<file path="config.mk">
export PLATFORM = sky130hd
export DESIGN_NAME = lcm_target_flat
export DESIGN_NICKNAME = d
export VERILOG_FILES = /design/src/rtl/lcm_pkg.sv /design/src/rtl/lcm_link_if.sv /design/src/rtl/lcm_msg_decoder.sv /design/src/rtl/lcm_target.sv /design/src/flat_wrapper.sv
export VERILOG_INCLUDE_DIRS = /design/src /design/src/rtl
export SDC_FILE = /design/constraint.sdc
export NUM_CORES = 1
export LEC_CHECK = 0
export CORE_MARGIN = 2
export CORE_UTILIZATION = 35
export DETAILED_ROUTE_END_ITERATION = 10
export DONT_BUFFER_PORTS = 1
export HOLD_SLACK_MARGIN = 0.1
export PLACE_DENSITY = 0.55
export SETUP_SLACK_MARGIN = 0.02
export SLEW_MARGIN = 30
export SYNTH_ARGS = -nofsm -noshare
export SYNTH_HDL_FRONTEND = slang
export SYNTH_SLANG_ARGS = --single-unit
</file>
<file path="constraint.sdc">
create_clock -name ref_clk -period 2.7 [get_ports ref_clk]
set_input_delay 0.27 -clock ref_clk [delete_from_list [all_inputs] [get_ports ref_clk]]
set_output_delay 0.27 -clock ref_clk [all_outputs]
set_load 0.02 [all_outputs]
</file>
<file path="src/rtl/lcm_defines.svh">
`ifndef LCM_DEFINES_SVH
`define LCM_DEFINES_SVH

`define LCM_TASK_COMPLETE   8'h00
`define LCM_EXTENDED        8'h01
`define LCM_SAVE_PTR        8'h02
`define LCM_RESTORE_PTR     8'h03
`define LCM_DISCONNECT      8'h04
`define LCM_INIT_DET_ERR    8'h05
`define LCM_REJECT          8'h07
`define LCM_NO_OP           8'h08
`define LCM_PARITY_ERR      8'h09
`define LCM_CONTINUE_TASK   8'h12
`define LCM_XFER_DISABLE    8'h13
`define LCM_ABORT_TAG       8'h0d
`define LCM_IDENTIFY_BIT    7
`define LCM_CLK_NS          25
`define LCM_DISC_DELAY_NS   200
`define LCM_DISC_DELAY_CYC  ((`LCM_DISC_DELAY_NS + `LCM_CLK_NS - 1) / `LCM_CLK_NS)

`endif

</file>
<file path="src/rtl/lcm_pkg.sv">
package lcm_pkg;
    typedef logic [7:0] lcm_byte_t;
    typedef enum logic [2:0] {
        LCM_FMT_ONE  = 3'h1,
        LCM_FMT_EXT  = 3'h2,
        LCM_FMT_IDFY = 3'h4
    } lcm_fmt_e;
endpackage : lcm_pkg

</file>
<file path="src/rtl/lcm_link_if.sv">
`timescale 1ns/1ps
interface lcm_link_if;
    logic [7:0] tgt_byte;    // target to initiator message byte
    logic       tgt_req;     // target byte valid, pulse
    logic [7:0] ini_byte;    // initiator to target message byte
    logic       ini_ack;     // initiator byte valid, pulse
    logic       atn;         // initiator attention level
    logic       msg_in_ack;  // initiator took target byte, pulse
    logic       bsy;         // target holds bus
    logic       reselect;    // initiator selection is a reconnection
    modport target (output tgt_byte, output tgt_req, output bsy, input ini_byte,
                    input ini_ack, input atn, input msg_in_ack, input reselect);
    modport initiator (input tgt_byte, input tgt_req, input bsy, output ini_byte,
                       output ini_ack, output atn, output msg_in_ack, output reselect);
endinterface : lcm_link_if

</file>
<file path="src/rtl/lcm_msg_decoder.sv">
`timescale 1ns/1ps
`include "lcm_defines.svh"
module lcm_msg_decoder
    import lcm_pkg::*;
(
    input  wire logic [7:0] code,      // first message byte
    output lcm_fmt_e        fmt,       // message format
    output logic            known_out  // supported initiator-to-target one-byte code
);
    always_comb begin
        known_out = 1'b0;
        if (code[`LCM_IDENTIFY_BIT]) begin
            fmt = LCM_FMT_IDFY;
        end else if (code == `LCM_EXTENDED) begin
            fmt = LCM_FMT_EXT;
        end else begin
            fmt = LCM_FMT_ONE;
            if (code == `LCM_INIT_DET_ERR || code == `LCM_PARITY_ERR || code == `LCM_NO_OP)
                known_out = 1'b1;
            if (code == `LCM_REJECT || code == `LCM_XFER_DISABLE)
                known_out = 1'b1;
        end
    end
endmodule : lcm_msg_decoder

</file>
<file path="src/rtl/lcm_target.sv">
`timescale 1ns/1ps
`include "lcm_defines.svh"
module lcm_target
    import lcm_pkg::*;
#(
    parameter logic [15:0] DISC_LIMIT_CYC = 16'h0000
) (
    input  wire logic       ref_clk,        // clock
    input  wire logic       resetn,         // async reset, low
    input  wire logic       clk_en,         // freezes state when low
    lcm_link_if.target      link,           // message link
    input  wire logic       connect,        // new nexus starts, pulse
    input  wire logic       reconnect,      // nexus is a reconnection
    input  wire logic       disc_supported, // initiator disconnect allowed
    input  wire logic       cont_accept,    // continue taken as head of queue
    input  wire logic       seg_done,       // data segment ends, pulse
    input  wire logic       send_complete,  // send task complete, pulse
    input  wire logic       send_restore,   // send restore pointers, pulse
    output logic            bus_free,       // bus released, pulse
    output logic            head_of_queue,  // head of queue request, pulse
    output logic            arb_allowed,    // may arbitrate again
    output logic [7:0]      rx_code,        // last received code
    output logic            rx_valid,       // rx_code new, pulse
    output logic            reconn_fault    // reject not followed by abort
);
    typedef enum logic [5:0] {
        LCM_ST_IDLE  = 6'h01,
        LCM_ST_SAVE  = 6'h02,
        LCM_ST_DISC  = 6'h04,
        LCM_ST_WAIT  = 6'h08,
        LCM_ST_REJ   = 6'h10,
        LCM_ST_EXT   = 6'h20
    } lcm_tst_e;

    lcm_tst_e   st_r;
    lcm_fmt_e   fmt;
    logic       known;
    logic       reconn_r;
    logic       rej_cont_r;
    logic [8:0] ext_left_r;
    logic [15:0] hold_r;
    logic [7:0] tx_r;
    logic       tx_v_r;

    localparam logic [15:0] HOLD_CYC = (16'(`LCM_DISC_DELAY_CYC) > DISC_LIMIT_CYC) ?
                                       16'(`LCM_DISC_DELAY_CYC) : DISC_LIMIT_CYC;

    lcm_msg_decoder u_dec (
        .code      (link.ini_byte),
        .fmt       (fmt),
        .known_out (known)
    );

    function automatic logic first_byte(input lcm_tst_e s);
        first_byte = (s != LCM_ST_EXT);
    endfunction : first_byte

    assign link.tgt_byte = tx_r;
    assign link.tgt_req  = tx_v_r;

    always_ff @(posedge ref_clk or negedge resetn) begin
        if (!resetn) begin
            reconn_r <= 1'b0;
        end else if (clk_en && connect) begin
            reconn_r <= reconnect;
        end
    end

    always_ff @(posedge ref_clk or negedge resetn) begin
        if (!resetn) begin
            rx_code  <= 8'h00;
            rx_valid <= 1'b0;
        end else if (clk_en) begin
            rx_valid <= link.ini_ack;
            if (link.ini_ack)
                rx_code <= link.ini_byte;
        end
    end

    always_ff @(posedge ref_clk or negedge resetn) begin
        if (!resetn) begin
            ext_left_r <= 9'h000;
        end else if (clk_en && link.ini_ack) begin
            // 1ff waits for the length byte; length 0 means 256 bytes follow
            if (st_r == LCM_ST_IDLE && fmt == LCM_FMT_EXT)
                ext_left_r <= 9'h1ff;
            else if (st_r == LCM_ST_EXT && ext_left_r == 9'h1ff)
                ext_left_r <= (link.ini_byte == 8'h00) ? 9'h100 : {1'b0, link.ini_byte};
            else if (st_r == LCM_ST_EXT && ext_left_r != 9'h000)
                ext_left_r <= ext_left_r - 9'h001;
        end
    end

    always_ff @(posedge ref_clk or negedge resetn) begin
        if (!resetn) begin
            hold_r      <= 16'h0000;
            arb_allowed <= 1'b1;
        end else if (clk_en) begin
            if (st_r == LCM_ST_WAIT && link.msg_in_ack && !link.atn) begin
                hold_r      <= HOLD_CYC - 16'h0001;
                arb_allowed <= 1'b0;
            end else if (hold_r != 16'h0000) begin
                hold_r <= hold_r - 16'h0001;
            end else begin
                arb_allowed <= 1'b1;
            end
        end
    end

    always_ff @(posedge ref_clk or negedge resetn) begin
        if (!resetn) begin
            st_r          <= LCM_ST_IDLE;
            tx_r          <= 8'h00;
            tx_v_r        <= 1'b0;
            link.bsy      <= 1'b0;
            bus_free      <= 1'b0;
            head_of_queue <= 1'b0;
            rej_cont_r    <= 1'b0;
            reconn_fault  <= 1'b0;
        end else if (clk_en) begin
            tx_v_r        <= 1'b0;
            bus_free      <= 1'b0;
            head_of_queue <= 1'b0;
            if (connect) begin
                link.bsy     <= 1'b1;
                reconn_fault <= 1'b0;
            end
            case (st_r)
                LCM_ST_IDLE: begin
                    if (link.ini_ack && first_byte(st_r)) begin
                        if (rej_cont_r) begin
                            rej_cont_r <= 1'b0;
                            if (link.ini_byte != `LCM_ABORT_TAG)
                                reconn_fault <= 1'b1;
                        end
                        if (fmt == LCM_FMT_EXT) begin
                            st_r <= LCM_ST_EXT;
                        end else if (link.ini_byte == `LCM_CONTINUE_TASK) begin
                            if (!reconn_r) begin
                                link.bsy <= 1'b0;
                                bus_free <= 1'b1;
                            end else if (cont_accept) begin
                                head_of_queue <= 1'b1;
                            end else begin
                                tx_r       <= `LCM_REJECT;
                                tx_v_r     <= 1'b1;
                                rej_cont_r <= 1'b1;
                            end
                        end else if (link.ini_byte == `LCM_DISCONNECT) begin
                            if (disc_supported) begin
                                tx_r   <= `LCM_SAVE_PTR;
                                tx_v_r <= 1'b1;
                                st_r   <= LCM_ST_SAVE;
                            end else begin
                                tx_r   <= `LCM_REJECT;
                                tx_v_r <= 1'b1;
                            end
                        end else if (fmt == LCM_FMT_ONE && !known
                                     && link.ini_byte != `LCM_ABORT_TAG) begin
                            tx_r   <= `LCM_REJECT;
                            tx_v_r <= 1'b1;
                        end
                    end else if (seg_done && link.bsy) begin
                        tx_r   <= `LCM_SAVE_PTR;
                        tx_v_r <= 1'b1;
                        st_r   <= LCM_ST_SAVE;
                    end else if (send_complete) begin
                        tx_r   <= `LCM_TASK_COMPLETE;
                        tx_v_r <= 1'b1;
                    end else if (send_restore) begin
                        tx_r   <= `LCM_RESTORE_PTR;
                        tx_v_r <= 1'b1;
                    end
                end
                LCM_ST_SAVE: begin
                    if (link.msg_in_ack) begin
                        tx_r   <= `LCM_DISCONNECT;
                        tx_v_r <= 1'b1;
                        st_r   <= LCM_ST_WAIT;
                    end
                end
                LCM_ST_WAIT: begin
                    if (link.msg_in_ack && !link.atn) begin
                        link.bsy <= 1'b0;
                        bus_free <= 1'b1;
                        st_r     <= LCM_ST_IDLE;
                    end else if (link.msg_in_ack) begin
                        st_r <= LCM_ST_REJ;
                    end
                end
                LCM_ST_REJ: begin
                    if (link.ini_ack)
                        st_r <= LCM_ST_IDLE;
                end
                LCM_ST_EXT: begin
                    if (link.ini_ack && ext_left_r == 9'h001)
                        st_r <= LCM_ST_IDLE;
                end
                default: st_r <= LCM_ST_IDLE;
            endcase
        end
    end
endmodule : lcm_target

</file>
<file path="src/flat_wrapper.sv">
// flat-port wrapper written by rule: the top's interface ports become plain ports
module lcm_target_flat import lcm_pkg::*;
#(
    parameter logic [15:0] DISC_LIMIT_CYC = 16'h0000
)
  (ref_clk, resetn, clk_en, connect, reconnect, disc_supported, cont_accept, seg_done, send_complete, send_restore, bus_free, head_of_queue, arb_allowed, rx_code, rx_valid, reconn_fault, link_tgt_byte, link_tgt_req, link_bsy, link_ini_byte, link_ini_ack, link_atn, link_msg_in_ack, link_reselect);
  lcm_link_if link_i ();
  input  wire logic ref_clk;
  input  wire logic resetn;
  input  wire logic clk_en;
  input  wire logic connect;
  input  wire logic reconnect;
  input  wire logic disc_supported;
  input  wire logic cont_accept;
  input  wire logic seg_done;
  input  wire logic send_complete;
  input  wire logic send_restore;
  output logic bus_free;
  output logic head_of_queue;
  output logic arb_allowed;
  output logic [7:0] rx_code;
  output logic rx_valid;
  output logic reconn_fault;
  output wire logic [$bits(link_i.tgt_byte)-1:0] link_tgt_byte;
  output wire logic [$bits(link_i.tgt_req)-1:0] link_tgt_req;
  output wire logic [$bits(link_i.bsy)-1:0] link_bsy;
  input wire logic [$bits(link_i.ini_byte)-1:0] link_ini_byte;
  input wire logic [$bits(link_i.ini_ack)-1:0] link_ini_ack;
  input wire logic [$bits(link_i.atn)-1:0] link_atn;
  input wire logic [$bits(link_i.msg_in_ack)-1:0] link_msg_in_ack;
  input wire logic [$bits(link_i.reselect)-1:0] link_reselect;
  assign link_tgt_byte = link_i.tgt_byte;
  assign link_tgt_req = link_i.tgt_req;
  assign link_bsy = link_i.bsy;
  assign link_i.ini_byte = link_ini_byte;
  assign link_i.ini_ack = link_ini_ack;
  assign link_i.atn = link_atn;
  assign link_i.msg_in_ack = link_msg_in_ack;
  assign link_i.reselect = link_reselect;
  lcm_target #(.DISC_LIMIT_CYC(DISC_LIMIT_CYC)) u_core (.ref_clk(ref_clk), .resetn(resetn), .clk_en(clk_en), .link(link_i), .connect(connect), .reconnect(reconnect), .disc_supported(disc_supported), .cont_accept(cont_accept), .seg_done(seg_done), .send_complete(send_complete), .send_restore(send_restore), .bus_free(bus_free), .head_of_queue(head_of_queue), .arb_allowed(arb_allowed), .rx_code(rx_code), .rx_valid(rx_valid), .reconn_fault(reconn_fault));
endmodule
</file>
### Yosys cells after proc, flatten, opt, wreduce, memory -nomap -nowiden

Index checks and enable logic that the tools add are counted.

* $add $sub $neg: 2
* equal/unequal tests: 33
* muxes and demuxes: 77
* reductions and logical operators: 31

Operator list (count)
* two-way mux 8 bit: 11
* two-way mux 6 bit: 11
* two-way mux 1 bit: 41
* two-way mux 9 bit: 4
* two-way mux 16 bit: 2
* one-hot mux 6 bit (5 select lines): 1
* equality test 8 x 3 -> 1 bit (second input constant): 3
* equality test 8 x 4 -> 1 bit (second input constant): 2
* equality test 8 x 5 -> 1 bit (second input constant): 2
* != test 4 bit (second input constant): 4
* one-hot mux 8 bit (2 select lines): 1
* nonzero test 16 bit: 1
* subtractor 16 x 1 -> 16 bit (second input constant): 1
* logical AND 1 bit: 13
* != test 5 bit (second input constant): 2
* equality test 9 x 1 -> 1 bit (second input constant): 1
* equality test 9 bit (second input constant): 1
* != test 3 bit (second input constant): 3
* AND reduction 9 bit: 1
* nonzero test 9 bit: 1
* subtractor 9 x 1 -> 9 bit (second input constant): 1
* equality test 8 x 1 -> 1 bit (second input constant): 1
* zero test 8 bit: 1
* != test 8 x 4 -> 1 bit (second input constant): 1
* 21 further kinds: 33

* flip-flop bits (word level): 56
* input bits: 22
* output and inout port bits: 23
* word-level logic and storage cells: 157

### Longest topological paths before layout

* depth in word-level cells: 16
* gate-level depth with buffers: 8
* gate-level depth less buffers: 7

### Modules after synthesis

Synthesis repeated with hierarchy kept, for this count alone.

* cell total of the unflattened synthesis: 310
* area total of the unflattened synthesis: 2924.1 um^2

Modules (own cells, without submodules)
* lcm_target: instances 1, cells each 300, area each 2851.5 um^2
* lcm_msg_decoder: instances 1, cells each 10, area each 72.6 um^2

### Worst setup path before layout

Ideal clock, no wire load.

* path kind: register to register
* start point: register u_core.st_r[1]
* end point: register u_core.ext_left_r[1]
* data arrival time: 1898 ps
* required time: 2575 ps
* setup slack: 677 ps
* cell stages (with the launch flop): 8
* clock period less this slack: 2023 ps
* cell sequence: dfrtp_1 > buf_6 > or3_4 > or4_4 > buf_6 > nor2_1 > o21ai_1 > mux2_2

* word-level cells in the longest chain between the ends: 4
* elaborated cells between the ends (all ways): 9
* classes of those cells: eq/ne (2); mux (2); reduce/logical (5)

Ends and longest elaborated chain
* from (decl): line lcm_target.sv:35 `lcm_tst_e st_r;`
* from (signal assigned): line lcm_target.sv:112 `st_r <= LCM_ST_IDLE;`
* from (signal assigned): line lcm_target.sv:137 `st_r <= LCM_ST_EXT;`
* from (signal assigned): line lcm_target.sv:153 `st_r <= LCM_ST_SAVE;`
* equality test 6 bit / equality test 6 x 1 -> 1 bit (equally long branches): line lcm_target.sv:87, lcm_target.sv:89, lcm_target.sv:85
* logical AND 1 bit, on equally long branches: line lcm_target.sv:89, lcm_target.sv:85, lcm_target.sv:87
* nonzero test 3 bit (no line) / two-way mux 9 bit (equally long branches)
* AND reduction 2 bit (no line) / two-way mux 9 bit (equally long branches)
* to (signal assigned): line lcm_target.sv:88 `ext_left_r <= (link.ini_byte == 8'h00) ? 9'h100 : {1'b0, link.ini_byte};`
* to (signal assigned): line lcm_target.sv:90 `ext_left_r <= ext_left_r - 9'h001;`
* to (decl): line lcm_target.sv:40 `logic [8:0] ext_left_r;`

Parallel ways exist; a longest one is shown, timed or not.
A chain may end at the register's enable or synchronous reset.

### Worst setup path in the final report

* start point: register u_core.hold_r[7]
* end point: register u_core.hold_r[7]

* word-level cells in the longest chain between the ends: 3
* elaborated cells between the ends (all ways): 6
* classes of those cells: add/sub (1); mux (2); reduce/logical (3)

Ends and longest elaborated chain
* from (decl): line lcm_target.sv:41 `logic [15:0] hold_r;`
* from (signal assigned): line lcm_target.sv:100 `hold_r <= HOLD_CYC - 16'h0001;`
* from (signal assigned): line lcm_target.sv:103 `hold_r <= hold_r - 16'h0001;`
* subtractor 16 x 1 -> 16 bit / nonzero test 16 bit (equally long branches): line lcm_target.sv:103, lcm_target.sv:102
* two-way mux 16 bit / nonzero test 2 bit (equally long branches)
* two-way mux 16 bit / AND reduction 2 bit (equally long branches)

Parallel ways exist; a longest one is shown, timed or not. The select of a mux whose other input is x is not followed.

==> flow_metrics.tcl <==
set metrics [dict create \
    htreeDepth 2 \
    clock_path_buffers 2 \
    power.leakage_nw 1.44 \
    dieArea_sq_um 9350 \
    synth-seq-area-share_pct 41.7 \
    drt-pass1-iter-count 4 \
    seqPwrFrac_pct 49.5 \
    hp-class "input port to flip-flop" \
    dr_total_vias 2520 \
    syn2layout_area_growth_pct 10.5 \
    drv_cap 0 \
    placed_area_sq_um 3100 \
    synth_seq_cells 50 \
    layout-drive-gt1-share_pct 11.5 \
    yosys_most_used_dff "dfrtp_1" \
    gr-total-overflow 0 \
    place_congestion 0.832 \
    max_slew_margin_pct 62.4 \
    cp-end-kind "flip-flop" \
    synthSimpleGateAreaFrac_pct 28.8 \
    grt_pass1_vias 2476 \
    clock_skew_ps 5.34 \
    min_period_ps 2180 \
    synth_compound_area_share_pct 17.1 \
    power.internal_w 0.00153 \
    p_per_area_nw_per_um2 745 \
    port_buffers 0 \
    synth_top_family_by_area "simple AND/OR/NAND/NOR gates" \
    antenna_left 0 \
    drv_slew 0 \
    final_nets 374 \
    die_w_microns 96.7 \
    cts_made_buffers 5 \
    period_share_pct 80.7 \
    coreArea_sq_um 8260 \
    rows 33 \
    viasPerCell 5.56 \
    numClockSinks 50 \
    rsz0062_at_grt "false" \
    grt_antenna_before_repair 0 \
    max_freq_ghz 0.459 \
    worstSetupPathType "flip-flop to flip-flop" \
    async_flop_share_pct 100 \
    start_kind "flip-flop" \
    p_switching_w 0.000944 \
    die_h_microns 96.7 \
    drc 0 \
    synth_area_sq_um 3010 \
    wl_per_cell_microns 16.5 \
    muxShareOfSynthArea_pct 3.29 \
    clkTransAtPathRegs_ps 100 \
    ys_types 62 \
    synth-edff-count 0 \
    tightest_slew_ps 559 \
    setup_tns_ps 0 \
    diodes 0 \
    grt_max_degree 51 \
    sw_frac_of_total_pct 38.1 \
    drt_wl_total_mm 7.47 \
    crit_required_ps 2900 \
    peakVddDrop_uv 234 \
    cp_data_arrival_time_ps 2370 \
    synth_xor_area_share_pct 1.46 \
    grt_first_pass_wirelength_mm 12.5 \
    start_util_pct 36.4 \
    final_cell_mix "48 x nand2_1, 48 x dfrtp_1, 21 x nor2_1" \
    hold_viol 0 \
    post_cts_resize_count 0 \
    cts_tree "built" \
    combPwrFrac_pct 30.1 \
    avgSynthCellArea_sq_um 8.98 \
    grt_use_total_pct 16.2 \
    status "finished, final reports clean" \
    netlist_instances 335 \
    yosys_warnings 0 \
    clock_power_share_pct 20.3 \
    hpwlAfterDp_mm 5.32 \
    boundaryPins 45 \
    worstSkewPairLatency_ps 310 \
    finalSetupViolations 0 \
    crit_fanout 8 \
    rrSetupSlack_ps 520 \
    fin_area_sq_um 3320 \
    ctsRootBufferMaster "clkbuf_8" \
    synth_fa_ha_area_share_pct 2.08 \
    drtIter0Drc 140 \
]
-- area by class of cell --
type                       instances  area, sq um
inverter                          13         48.8
fill                             853         4930
multi-input combinational        259         1610
clock buffer                       7         96.3
timing repair buffer              18          178
sequential                        50         1250
tap                              105          131
clock inverter                     1         8.76
-- synth_stat cells, drive strengths merged (7+ instances only) --
cell    instances  area (sq um)
dfrtp          48          1200
nand2          48           180
nor2           21          78.8
o21ai          20           104
a21oi          16          80.1
nor3           15          90.1
inv            13          48.8
nand3          13          70.1
buf            10          87.6
a31oi           8          50.1
nor4            8          56.3
or3             8          55.1
clkbuf          7          26.3
mux2            7          78.8
nand4           7          50.1
nor2b           7          43.8
o211ai          7          66.3
-- per-stage QoR --
stage | util [%] | setup slack, ps | power, W | hold slack, ps | instances
floorplan | - | 677 | 0.00181 | -25.6 | 339
global placement | 37.5 | 573 | 0.00193 | -23.9 | 435
detailed placement | 37.5 | 542 | 0.00195 | -22.4 | 435
CTS | 40.2 | 522 | 0.00250 | 100 | 453
global route | 40.2 | 421 | 0.00265 | 110 | 453
finish | 40.2 | 521 | 0.00248 | 112 | 453
-- flip-flops by register name (all words and copies together) (netlist names), 3 cells and up --
signal and flops:
u_core.hold_r 16, u_core.ext_left_r 9, u_core.rx_code 8, u_core.st_r 5, u_core.link.tgt_byte 3
-- cells by family after synthesis --
family / Yosys count
simple gates: 159
compound gates: 76
flops: 50
buf+inv: 30
mux: 9
fa+ha+maj: 5
xor+xnor: 5
other cells: 1
-- repair_timing --
item	4_1_cts	5_1_grt
endpoints found under the setup margin	0	0
hold endpoints to repair	60	0
hold buffers	10	0
buffers inserted	0	0
-- final timing paths --
| kind | cells after the start | start | end |
|---|---|---|---|
| worst max-delay path | 5 | u_core.hold_r[7]$_DFFE_PN0P_ | u_core.hold_r[7]$_DFFE_PN0P_ |
| worst min-delay path | 2 | cont_accept | u_core.head_of_queue$_DFFE_PN0P_ |
| worst max register to register | 5 | u_core.hold_r[7]$_DFFE_PN0P_ | u_core.hold_r[7]$_DFFE_PN0P_ |
| worst min register to register | 1 | u_core.rej_cont_r$_DFFE_PN0P_ | u_core.reconn_fault$_DFFE_PN0P_ |
| max in group asynchronous | 2 | resetn | u_core.st_r[0]$_DFFE_PN1P_ |
| min in group asynchronous | 2 | resetn | u_core.ext_left_r[5]$_DFFE_PN0P_ |
-- power by group through the flow --
stage | clock (W) | combinational (W) | sequential, W
2_1_floorplan | 0 | 0.000636 | 0.00118
3_3_place_gp | 0 | 0.000699 | 0.00123
3_5_place_dp | 0 | 0.000714 | 0.00124
4_1_cts | 0.000520 | 0.000752 | 0.00123
5_1_grt | 0.000547 | 0.000851 | 0.00126
6_report | 0.000504 | 0.000746 | 0.00123
-- metal layers --
metal / track usage [%] / up-vias / wire [microns]
li1: - / 1234 / -
met1: 21.1 / 1237 / 3450
met2: 27.3 / 39 / 3640
met3: 3.32 / 10 / 296
met4: 4.23 / 0 / 86
met5: 0 / - / 0
-- critical path: stages, from the launching register on --
cell	delay, ps
dfrtp_1	400
or4_4	580
or3_1	530
o211ai_4	330
or3_1	150
a21oi_1	70
(Power assumes the default switching activity.)
